===== config.mk =====
export PLATFORM = sky130hd
export DESIGN_NAME = pch_cfg_regs
export DESIGN_NICKNAME = d
export VERILOG_FILES = /design/src/pch_pkg.sv /design/src/pch_cfg_regs.sv /design/src/pch_par_ram.sv
export SDC_FILE = /design/constraint.sdc
export NUM_CORES = 1
export LEC_CHECK = 0
export BUFFER_PORTS_ARGS = -buffer_cell sky130_fd_sc_hd__buf_2
export CORE_UTILIZATION = 45
export DETAILED_ROUTE_END_ITERATION = 6
export PLACE_DENSITY = 0.68
export SETUP_SLACK_MARGIN = 0.02
export SLEW_MARGIN = 10
export SYNTH_ARGS = -nofsm -noshare
export SYNTH_HDL_FRONTEND = slang
export SYNTH_HIERARCHICAL = 1
export SYNTH_SLANG_ARGS = --single-unit

===== constraint.sdc =====
create_clock -name clk -period 4.1 [get_ports clk]
set_input_delay 0.82 -clock clk [delete_from_list [all_inputs] [get_ports clk]]
set_output_delay 0.82 -clock clk [all_outputs]
set_load 0.05 [all_outputs]

===== src/pch_pkg.sv =====
// pch_pkg: constants for the configuration header register bank
// assumes byte offsets of configuration dwords and a 250 MHz core clock
package pch_pkg;

  // configuration dword offsets (byte addresses)
  localparam logic [7:0] PCH_OFS_MEM_BASE = 8'h14;
  localparam logic [7:0] PCH_OFS_ROM_BASE = 8'h30;
  localparam logic [7:0] PCH_OFS_IRQ = 8'h3C;
  localparam logic [7:0] PCH_OFS_DEVCFG = 8'h40;

  // memory window base layout
  localparam int PCH_WIN_SPAN_BYTES = 4096;
  localparam int PCH_REG_SPAN_BYTES = 256;
  localparam int PCH_WIN_LSB = 12;
  localparam int PCH_REG_OFS_W = 8;
  localparam logic [19:0] PCH_MEM_BASE_RST = 20'h0_0000;
  localparam logic [1:0] PCH_LOCATE_ANY32 = 2'h0;
  localparam logic [1:0] PCH_LOCATE_BELOW_1M = 2'h1;
  localparam logic [1:0] PCH_LOCATE_ANY64 = 2'h2;

  // fixed values
  localparam logic [31:0] PCH_ROM_BASE_VAL = 32'h0000_0000;
  localparam logic [7:0] PCH_IRQ_LINE_RST = 8'h00;
  localparam logic [7:0] PCH_IRQ_PIN_FIRST = 8'h01;
  localparam logic [7:0] PCH_MIN_GRANT = 8'h04;
  localparam logic [7:0] PCH_MAX_LATENCY = 8'h04;

  // device feature config layout
  localparam logic [7:0] PCH_DEVCFG_RST = 8'h00;
  localparam logic [7:0] PCH_DEVCFG_WMASK = 8'hCE;
  localparam int PCH_CFG_SPARE = 7;
  localparam int PCH_CFG_PLAIN_RD = 6;
  localparam int PCH_CFG_PAR_INV = 3;
  localparam int PCH_CFG_DAC = 2;
  localparam int PCH_CFG_TERM_POL = 1;

  // condition flag positions
  localparam int PCH_STS_PAR_ERR = 0;
  localparam int PCH_STS_LAT_EXP = 1;
  localparam int PCH_STS_DAC = 2;
  localparam int PCH_STS_RELEASE = 3;

  // master read commands
  localparam logic [3:0] PCH_CMD_MEM_READ = 4'h6;
  localparam logic [3:0] PCH_CMD_MEM_READ_LINE = 4'hE;
  localparam logic [3:0] PCH_CMD_MEM_READ_MULT = 4'hC;

  // scratch memory geometry
  localparam int PCH_RAM_DEPTH = 64;
  localparam int PCH_RAM_AW = 6;

endpackage


===== src/pch_cfg_regs.sv =====
// pch_cfg_regs: configuration header registers from the memory base upward
// Function
// RULE1 - memory base bits 31-12 read/write; 256-byte window repeats in 4 KB block
// RULE2 - memory base bits 11-4, prefetch bit 3 and space bit 0 read zero
// RULE3 - memory locate type field always reads 00, anywhere in 32-bit space
// RULE4 - expansion ROM base reads zero everywhere; reset clears it
// RULE5 - interrupt line byte is read/write, reset to zero
// RULE6 - interrupt pin byte is read-only and returns 1, first pin
// RULE7 - minimum grant byte is read-only and returns 4
// RULE8 - maximum latency byte is read-only and returns 4; any timer value works
// RULE9 - master works with any grant duration, one clock to parked
// RULE10 - feature config register read/write anytime, cleared only by bus reset
// RULE11 - config bit 7 is plain storage; bits 5, 4, 0 read zero
// RULE12 - plain read enable clear turns plain reads into read line commands
// RULE13 - after timer expiry and grant loss, master ends after current line
// RULE14 - parity invert test bit makes byte parity even, else odd
// RULE15 - internal memories store odd parity, checked and flagged on reads
// RULE16 - host writes every RAM byte before reading it after power-up
// RULE17 - dual address cycles used only when enabled and upper page nonzero
// RULE18 - termination polarity bit set gives active-low power output
// RULE19 - termination polarity cleared only by bus reset, not soft reset
// RULE20 - condition flags register read-only, reflects internal state
// RULE21 - latency timer held until frame asserts, reinitialised when it ends
// RULE22 - soft chip reset leaves configuration registers untouched
// RULE23 - registers reached by config cycles; writes to constant bits ignored
// assumes config cycles arrive as one-cycle requests on the core clock;
// frame and grant come from pins and are synchronised here
`timescale 1ns/1ps
`default_nettype none
module pch_cfg_regs import pch_pkg::*; #(
  parameter int RAM_DEPTH = PCH_RAM_DEPTH,
  parameter int RAM_AW = PCH_RAM_AW
) (
  // clock and reset
  input wire logic clk,
  input wire logic rst_b,
  // configuration access
  input wire logic cfg_req,
  input wire logic cfg_we,
  input wire logic [7:0] cfg_addr,
  input wire logic [3:0] cfg_be,
  input wire logic [31:0] cfg_wdata,
  output logic cfg_ack_q,
  output logic [31:0] cfg_rdata_q,
  // memory window decode
  input wire logic tgt_addr_valid,
  input wire logic [31:0] tgt_addr,
  output logic mem_hit_q,
  output logic [7:0] mem_reg_offset_q,
  // bus master timing, frame and grant are pins
  input wire logic frame_b,
  input wire logic gnt_b,
  input wire logic [7:0] latency_timer,
  input wire logic line_cmd_active,
  input wire logic line_done,
  output logic lat_expired_q,
  output logic bus_release_q,
  // master command generator
  input wire logic cmd_in_valid,
  input wire logic [3:0] cmd_in,
  output logic cmd_out_valid_q,
  output logic [3:0] cmd_out_q,
  // dual address cycle
  input wire logic [3:0] upper_addr_page,
  output logic dac_use_q,
  output logic [3:0] dac_page_q,
  // termination power
  input wire logic term_power_request,
  output logic term_power_output_q,
  // parity protected scratch memory
  input wire logic ram_we,
  input wire logic ram_re,
  input wire logic [RAM_AW-1:0] ram_addr,
  input wire logic [7:0] ram_wdata,
  output logic [7:0] ram_rdata_q,
  output logic ram_rvalid_q,
  output logic ram_par_err_q
);

  logic rst_meta_q;
  logic rst_n;
  logic frame_meta_q;
  logic frame_sync_q;
  logic gnt_meta_q;
  logic gnt_sync_q;
  logic frame_act;
  logic gnt_act;
  logic [19:0] mem_base_q;
  logic [7:0] irq_line_q;
  logic [7:0] devcfg_q;
  logic [7:0] lat_cnt_q;
  logic [7:0] status;
  logic [31:0] rd_d;
  logic wr;
  logic [7:0] dev_wbyte;
  logic ram_err_raw;
  logic ram_err_seen_q;

  // reset release through two flops so every register leaves reset together
  always_ff @(posedge clk or negedge rst_b) begin
    if (!rst_b) begin
      rst_meta_q <= 1'b0;
      rst_n <= 1'b0;
    end else begin
      rst_meta_q <= 1'b1;
      rst_n <= rst_meta_q;
    end
  end

  // pin synchronisers; only the second stage is read
  always_ff @(posedge clk or negedge rst_n) begin
    if (!rst_n) begin
      frame_meta_q <= 1'b1;
      frame_sync_q <= 1'b1;
      gnt_meta_q <= 1'b1;
      gnt_sync_q <= 1'b1;
    end else begin
      frame_meta_q <= frame_b;
      frame_sync_q <= frame_meta_q;
      gnt_meta_q <= gnt_b;
      gnt_sync_q <= gnt_meta_q;
    end
  end

  assign frame_act = ~frame_sync_q;
  assign gnt_act = ~gnt_sync_q;
  assign wr = cfg_req & cfg_we;

  // writable bits of the feature byte only; constant bits drop the write
  assign dev_wbyte = (cfg_wdata[7:0] & PCH_DEVCFG_WMASK) | (devcfg_q & ~PCH_DEVCFG_WMASK);

  // memory window base, byte lanes 1..3 carry bits 31-12
  always_ff @(posedge clk or negedge rst_n) begin
    if (!rst_n) begin
      mem_base_q <= PCH_MEM_BASE_RST;
    end else if (wr && cfg_addr == PCH_OFS_MEM_BASE) begin
      if (cfg_be[1]) begin
        mem_base_q[3:0] <= cfg_wdata[15:12]; // RULE1
      end
      if (cfg_be[2]) begin
        mem_base_q[11:4] <= cfg_wdata[23:16]; // RULE1
      end
      if (cfg_be[3]) begin
        mem_base_q[19:12] <= cfg_wdata[31:24]; // RULE1
      end
    end
  end

  // interrupt line byte, lane 0 of the interrupt dword
  always_ff @(posedge clk or negedge rst_n) begin
    if (!rst_n) begin
      irq_line_q <= PCH_IRQ_LINE_RST; // RULE5
    end else if (wr && cfg_addr == PCH_OFS_IRQ && cfg_be[0]) begin
      irq_line_q <= cfg_wdata[7:0]; // RULE5
    end
  end

  // feature config: only the bus reset clears it, soft reset never reaches here
  always_ff @(posedge clk or negedge rst_n) begin
    if (!rst_n) begin
      devcfg_q <= PCH_DEVCFG_RST; // RULE10 RULE19 RULE22
    end else if (wr && cfg_addr == PCH_OFS_DEVCFG && cfg_be[0]) begin
      devcfg_q <= dev_wbyte; // RULE10 RULE11 RULE23
    end
  end

  // condition flags are live; nothing writes them
  always_comb begin
    status = 8'h00;
    status[PCH_STS_PAR_ERR] = ram_err_seen_q; // RULE20
    status[PCH_STS_LAT_EXP] = lat_expired_q;
    status[PCH_STS_DAC] = dac_use_q;
    status[PCH_STS_RELEASE] = bus_release_q;
  end

  // read data; constant fields are built here, never stored
  always_comb begin
    rd_d = 32'h0000_0000;
    unique case (cfg_addr)
      PCH_OFS_MEM_BASE: begin
        rd_d = {mem_base_q, 12'h000}; // RULE1 RULE2
        rd_d[2:1] = PCH_LOCATE_ANY32; // RULE3
      end
      PCH_OFS_ROM_BASE: begin
        rd_d = PCH_ROM_BASE_VAL; // RULE4
      end
      PCH_OFS_IRQ: begin
        rd_d = {PCH_MAX_LATENCY, PCH_MIN_GRANT, PCH_IRQ_PIN_FIRST, irq_line_q}; // RULE6 RULE7 RULE8
      end
      PCH_OFS_DEVCFG: begin
        rd_d = {16'h0000, status, devcfg_q}; // RULE11 RULE20
      end
      default: begin
        rd_d = 32'h0000_0000;
      end
    endcase
  end

  // answer every config request one cycle later; reads of unmapped dwords give zero
  always_ff @(posedge clk or negedge rst_n) begin
    if (!rst_n) begin
      cfg_ack_q <= 1'b0;
      cfg_rdata_q <= 32'h0000_0000;
    end else begin
      cfg_ack_q <= cfg_req; // RULE23
      if (cfg_req && !cfg_we) begin
        cfg_rdata_q <= rd_d;
      end
    end
  end

  // window hit on bits 31-12; low byte repeats over the whole 4 KB block
  always_ff @(posedge clk or negedge rst_n) begin
    if (!rst_n) begin
      mem_hit_q <= 1'b0;
      mem_reg_offset_q <= 8'h00;
    end else begin
      mem_hit_q <= tgt_addr_valid && tgt_addr[31:PCH_WIN_LSB] == mem_base_q; // RULE1
      mem_reg_offset_q <= tgt_addr[PCH_REG_OFS_W-1:0]; // RULE1
    end
  end

  // latency timer: loaded while frame is idle, counts down once frame asserts
  always_ff @(posedge clk or negedge rst_n) begin
    if (!rst_n) begin
      lat_cnt_q <= 8'h00;
      lat_expired_q <= 1'b0;
    end else if (!frame_act) begin
      lat_cnt_q <= latency_timer; // RULE21 RULE8
      lat_expired_q <= 1'b0;
    end else begin
      if (lat_cnt_q != 8'h00) begin
        lat_cnt_q <= lat_cnt_q - 8'h01; // RULE21
      end
      lat_expired_q <= (lat_cnt_q == 8'h00);
    end
  end

  // release: grant gone after expiry, finishing a line command first.
  // grant length is never counted, so a one-clock or parked grant both work
  always_ff @(posedge clk or negedge rst_n) begin
    if (!rst_n) begin
      bus_release_q <= 1'b0;
    end else begin
      bus_release_q <= frame_act && lat_expired_q && !gnt_act
        && (!line_cmd_active || line_done); // RULE13 RULE9
    end
  end

  // command generator: plain reads become read line unless enabled
  always_ff @(posedge clk or negedge rst_n) begin
    if (!rst_n) begin
      cmd_out_valid_q <= 1'b0;
      cmd_out_q <= 4'h0;
    end else begin
      cmd_out_valid_q <= cmd_in_valid;
      if (cmd_in_valid) begin
        if (cmd_in == PCH_CMD_MEM_READ && !devcfg_q[PCH_CFG_PLAIN_RD]) begin
          cmd_out_q <= PCH_CMD_MEM_READ_LINE; // RULE12
        end else begin
          cmd_out_q <= cmd_in; // RULE12
        end
      end
    end
  end

  // dual address cycles only for a nonzero upper page
  always_ff @(posedge clk or negedge rst_n) begin
    if (!rst_n) begin
      dac_use_q <= 1'b0;
      dac_page_q <= 4'h0;
    end else begin
      dac_use_q <= devcfg_q[PCH_CFG_DAC] && upper_addr_page != 4'h0; // RULE17
      dac_page_q <= upper_addr_page;
    end
  end

  // termination power: polarity bit set means the output is active low
  always_ff @(posedge clk or negedge rst_n) begin
    if (!rst_n) begin
      term_power_output_q <= 1'b0;
    end else begin
      term_power_output_q <= term_power_request ^ devcfg_q[PCH_CFG_TERM_POL]; // RULE18
    end
  end

  // scratch memory; the invert bit reaches its parity generator
  pch_par_ram #(
    .DEPTH(RAM_DEPTH),
    .AW(RAM_AW)
  ) u_ram (
    .clk(clk),
    .rst_n(rst_n),
    .par_invert(devcfg_q[PCH_CFG_PAR_INV]), // RULE14
    .we(ram_we),
    .re(ram_re),
    .addr(ram_addr),
    .wdata(ram_wdata),
    .rdata_q(ram_rdata_q),
    .rvalid_q(ram_rvalid_q),
    .par_err_q(ram_err_raw)
  );

  // error flag mirrored to the port and held in status until the next read.
  // unwritten locations read garbage parity, so software must fill them first
  always_ff @(posedge clk or negedge rst_n) begin
    if (!rst_n) begin
      ram_par_err_q <= 1'b0;
      ram_err_seen_q <= 1'b0;
    end else begin
      ram_par_err_q <= ram_err_raw; // RULE15 RULE16
      if (ram_rvalid_q) begin
        ram_err_seen_q <= ram_err_raw;
      end
    end
  end

  // checks next to the logic they guard
  a_ack_next_cycle: assert property (@(posedge clk) disable iff (!rst_n) // RULE23
    cfg_req |=> cfg_ack_q ##1 (!cfg_ack_q || $past(cfg_req)))
    else $error("config request not answered in one cycle");

  a_membase_low_zero: assert property (@(posedge clk) disable iff (!rst_n) // RULE2
    (cfg_req && !cfg_we && cfg_addr == PCH_OFS_MEM_BASE) |=> cfg_rdata_q[11:0] == 12'h000)
    else $error("memory base low bits not zero");

  a_membase_rw: assert property (@(posedge clk) disable iff (!rst_n) // RULE1
    (wr && cfg_addr == PCH_OFS_MEM_BASE && cfg_be == 4'hF)
    |=> mem_base_q == $past(cfg_wdata[31:12]))
    else $error("memory base write not stored");

  a_rom_reads_zero: assert property (@(posedge clk) disable iff (!rst_n) // RULE4
    (cfg_req && !cfg_we && cfg_addr == PCH_OFS_ROM_BASE) |=> cfg_rdata_q == 32'h0000_0000)
    else $error("rom base not zero");

  a_irq_dword_const: assert property (@(posedge clk) disable iff (!rst_n) // RULE6 RULE7 RULE8
    (cfg_req && !cfg_we && cfg_addr == PCH_OFS_IRQ) |=> cfg_rdata_q[31:8] == 24'h040401)
    else $error("pin, grant or latency byte wrong");

  a_irq_line_rw: assert property (@(posedge clk) disable iff (!rst_n) // RULE5
    (wr && cfg_addr == PCH_OFS_IRQ && cfg_be[0]) |=> irq_line_q == $past(cfg_wdata[7:0]))
    else $error("interrupt line not stored");

  a_devcfg_rsvd: assert property (@(posedge clk) disable iff (!rst_n) // RULE11
    (cfg_req && !cfg_we && cfg_addr == PCH_OFS_DEVCFG)
    |=> cfg_rdata_q[5:4] == 2'h0 && cfg_rdata_q[0] == 1'b0)
    else $error("reserved config bits not zero");

  a_cmd_convert: assert property (@(posedge clk) disable iff (!rst_n) // RULE12
    (cmd_in_valid && cmd_in == PCH_CMD_MEM_READ && !devcfg_q[PCH_CFG_PLAIN_RD])
    |=> cmd_out_valid_q && cmd_out_q == PCH_CMD_MEM_READ_LINE)
    else $error("plain read not converted");

  a_term_polarity: assert property (@(posedge clk) disable iff (!rst_n) // RULE18
    term_power_output_q == ($past(term_power_request) ^ $past(devcfg_q[PCH_CFG_TERM_POL])))
    else $error("termination power polarity wrong");

  a_dac_page_zero: assert property (@(posedge clk) disable iff (!rst_n) // RULE17
    (upper_addr_page == 4'h0) |=> !dac_use_q)
    else $error("dual address cycle with zero page");

  a_lat_reload: assert property (@(posedge clk) disable iff (!rst_n) // RULE21
    (!frame_act) |=> lat_cnt_q == $past(latency_timer) && !lat_expired_q)
    else $error("latency timer not reinitialised");

  a_release_line: assert property (@(posedge clk) disable iff (!rst_n) // RULE13
    bus_release_q |-> $past(lat_expired_q && !gnt_act && (!line_cmd_active || line_done)))
    else $error("bus released before line done");

endmodule
`default_nettype wire


===== src/pch_par_ram.sv =====
// pch_par_ram: byte-wide memory that stores a parity bit beside each byte
// assumes synchronous reset copy from the top; contents are not reset
`timescale 1ns/1ps
`default_nettype none
module pch_par_ram import pch_pkg::*; #(
  parameter int DEPTH = PCH_RAM_DEPTH,
  parameter int AW = PCH_RAM_AW
) (
  // clock and reset
  input wire logic clk,
  input wire logic rst_n,
  // control
  input wire logic par_invert,
  // access
  input wire logic we,
  input wire logic re,
  input wire logic [AW-1:0] addr,
  input wire logic [7:0] wdata,
  output logic [7:0] rdata_q,
  output logic rvalid_q,
  output logic par_err_q
);

  logic [8:0] mem [DEPTH];

  // odd parity normally; even when the test bit inverts it
  function automatic logic gen_par(input logic [7:0] d, input logic inv);
    gen_par = ~(^d) ^ inv;
  endfunction

  // write stores byte and generated parity
  always_ff @(posedge clk) begin
    if (we) begin
      mem[addr] <= {gen_par(wdata, par_invert), wdata}; // RULE14 RULE15
    end
  end

  // read path: checker always expects odd parity, so inverted writes flag
  always_ff @(posedge clk or negedge rst_n) begin
    if (!rst_n) begin
      rdata_q <= 8'h00;
      rvalid_q <= 1'b0;
      par_err_q <= 1'b0;
    end else begin
      rvalid_q <= re;
      if (re) begin
        rdata_q <= mem[addr][7:0];
        par_err_q <= ~(^mem[addr]); // RULE15
      end else begin
        par_err_q <= 1'b0;
      end
    end
  end

  a_par_flag_odd: assert property (@(posedge clk) disable iff (!rst_n) // RULE15
    (re && !we && $stable(addr)) |=> (par_err_q == ~(^mem[$past(addr)])))
    else $error("parity flag does not follow stored byte");

endmodule
`default_nettype wire


==> impl_metrics.env <==
export IMPL_met2_length_um=31400
export IMPL_top_layer="met5"
export IMPL_slew_viol_final=0
export IMPL_critical_path_buf_inv_count=2
export IMPL_first_pass_iters=6
export IMPL_rsz0062_at_grt="false"
export IMPL_crit_chain="buf_6 -> buf_4 -> mux4_1 -> a22oi_1 -> nand4_1 -> mux2i_2 -> xor2_1 -> nor3_1 -> or3b_1 -> mux2i_1"
export IMPL_utilization=0.541
export IMPL_cts_tree="yes"
export IMPL_fmax_ghz=0.297
export IMPL_min_period_over_period=0.822
export IMPL_fp_dieH_um=248
export IMPL_io_pin_count=184
export IMPL_finalPower_mw=15.3
export IMPL_finalHoldViolations=0
export IMPL_holdWs_ps=327
export IMPL_grt_overflow=0
export IMPL_drc=0
export IMPL_syn_inst=1460
export IMPL_ys_ff_latch=690
export IMPL_fin_cells=2603
export IMPL_core_um2=59400
export IMPL_wl_met3_um=6300
export IMPL_r2r_cells=8
export IMPL_tightest_slew_ps=976
export IMPL_wl_per_cell_um=25.6
export IMPL_vias=15200
export IMPL_dpl_cell_area_um2=29800
export IMPL_cts_root_buf="clkbuf_16"
export IMPL_powerDensity_nw_per_um2=476
export IMPL_clk_latency_ps=610
export IMPL_hold_class="primary input to flop"
export IMPL_synth_edff_count=576
export IMPL_vdd_drop_max_uv=386
export IMPL_vias_per_cell=5.83
export IMPL_globalplace_congestion=0.906
export IMPL_end_kind="flop"
export IMPL_setup_tns_ps=0
export IMPL_worst_setup_path_type="primary input to flop"
export IMPL_swShare=0.224
export IMPL_path_depth=10
export IMPL_drive_gt1_frac=0.310
export IMPL_crit_required_ps=4620
export IMPL_post_dp_hpwl_um=43500
export IMPL_skew_ps=17.9
export IMPL_fill_cells=4640
export IMPL_dp_cells=2475
export IMPL_critPathTopFamily="multiplexers"
export IMPL_std_cell_rows=89
export IMPL_groute_usage_overall=0.217
export IMPL_nets=1898
export IMPL_slew_headroom=0.350
export IMPL_numPortBuffers=175
export IMPL_crit_slowest_cell="mux4_1"
export IMPL_htreeDepth=3
export IMPL_wl_um=66700
export IMPL_switchingPower_mw=3.43
export IMPL_synth_ff_type="edfxtp_1"
export IMPL_grt_antenna_before_repair=2
export IMPL_initial_core_util=0.459
export IMPL_clock_path_buffers=3
export IMPL_critPathLaunchType="primary input"
export IMPL_grt_pass1_vias=15000
export IMPL_synth_nets=1581
export IMPL_syn_area_per_cell_um2=18.6
export IMPL_worstPathMaxFanout=24
export IMPL_cts_buffers=72
export IMPL_die_x_um=248
export IMPL_area_growth_pct=17.8
export IMPL_outcome="finished clean"
export IMPL_final_common_cell="edfxtp_1"
export IMPL_p_clk_frac=0.414
export IMPL_grt_pass1_wl_um=96800
export IMPL_cp_data_arrival_time_ps=3890
export IMPL_post_place_ws_ps=215
export IMPL_setup_slack_ps=729
export IMPL_m1WireLength_um=27100
export IMPL_async_flop_share=0.165
export IMPL_synth_yosys_seq_area_share=0.740
export IMPL_path_clk_slew_ps=60
export IMPL_clkSinkCount=690
export IMPL_p_seq_frac=0.514
export IMPL_ys_warn_count=6
export IMPL_ys_types=77
export IMPL_grt_max_degree=80
export IMPL_drt_initial_drc_count=1604
export IMPL_dieArea_um2=61500
export IMPL_finalSetupViolCount=0
export IMPL_hold_depth=1
export IMPL_syn_area_um2=27200
export IMPL_final_cell_mix="edfxtp_1, buf_2, buf_4"
export IMPL_p_comb_frac=0.072
export IMPL_slowest_delay_ps=600
export IMPL_power_internal_mw=11.8
export IMPL_multi_input_comb_area_um2=6580
export IMPL_fin_area_um2=32100
export IMPL_drv_cap=0
export IMPL_seq_area_um2=20200
export IMPL_min_period_ps=3370
export IMPL_ant_nets=0
export IMPL_power_leakage_nw=11.7
per-layer routing:
layer,GRT usage,up-vias
met2,0.342,728
met5,0,-
met4,0.0671,2
met3,0.0556,113
li1,-,6522
met1,0.297,7805
synthesized netlist by cell type (5+ instances only):
cell      count  area [µm²]
mux2_2       46         518
nor2_1       93         349
nand2b_1     11        68.8
nand3_1      15        75.1
clkbuf_1     25        93.8
nand2_1      44         165
a21oi_1      30         150
nand3b_1      6        45.0
nor3_1        9        45.0
inv_1         8        30.0
mux2i_1      72         721
buf_4        14         105
buf_6         9         101
a22o_1       30         263
o22ai_1      32         200
mux4_1       25         657
o21ai_0      20         100
buf_2        21         105
nor4_1        5        31.3
xnor2_1      12         105
edfxtp_1    576       17300
a211oi_1      6        45.0
a22oi_1      31         233
xor2_1       25         219
mux4_2       79        1780
nor3b_1       5        37.5
nand4_1      10        62.6
dfrtp_1     110        2750
final timing paths:
path,start,end,slack [ps]
worst max-delay path,ram_addr[0],u_ram/par_err_q$_DFF_PN0_,730
worst min-delay path,tgt_addr[3],mem_reg_offset_q[3]$_DFF_PN0_,330
worst max register to register,u_ram/mem[34][0]$_DFFE_PP_,u_ram/par_err_q$_DFF_PN0_,1100
worst min register to register,frame_meta_q$_DFF_PN1_,frame_sync_q$_DFF_PN1_,350
max in group asynchronous,rst_n$_DFF_PN0_,mem_base_q[8]$_DFFE_PN0P_,2590
min in group asynchronous,rst_n$_DFF_PN0_,dac_page_q[2]$_DFF_PN0_,500
flip-flops by register name, indices dropped and copies added, names as in the netlist, 4 cells and up:
register          count
mem_base_q           20
dac_page_q            4
irq_line_q            8
lat_cnt_q             8
cmd_out_q             4
devcfg_q              5
u_ram/rdata_q         8
cfg_rdata_q          32
u_ram/mem           576
mem_reg_offset_q      8
cell type report:
cell class | count | area share
Antenna cell | 1 | 0.0000780
Timing Repair Buffer | 320 | 0.0645
Clock inverter | 36 | 0.0115
Multi-Input combinational cell | 683 | 0.205
Inverter | 10 | 0.00117
Clock buffer | 90 | 0.0592
Tap cell | 773 | 0.0301
Sequential cell | 690 | 0.628
worst register-to-register path: cells and delay by family, from the launching register on:
family / cells / cell delay [ps]
flops: 1 / 350
compound gates: 3 / 920
mux: 2 / 680
simple gates: 1 / 340
xor+xnor: 2 / 560
what timing repair did:
action                    CTS  global route
resized for setup           0             0
hold buffers                1             0
buffers inserted            0             0
hold endpoints to repair    2             0
power groups by stage:
stage	Combinational (mW)	Clock, mW	Sequential (mW)
global route	1.16	6.69	7.87
detailed placement	1.08	0	8.00
floorplan	0.505	0	8.10
finish	1.10	6.32	7.86
CTS	1.09	6.41	7.86
global placement	1.06	0	8.00
kinds of logic (layout without fill, tap and decap cells):
family / Yosys count / count (layout) / synth area share
compound gates: 180 / 180 / 0.0466
xor+xnor: 38 / 38 / 0.0127
fa+ha+maj: 2 / 2 / 0.000919
buf+inv: 87 / 456 / 0.0188
flops: 690 / 690 / 0.740
mux: 223 / 223 / 0.135
other cells: 1 / 2 / 0.000138
simple gates: 239 / 239 / 0.0451
(Power assumes the default switching activity.)
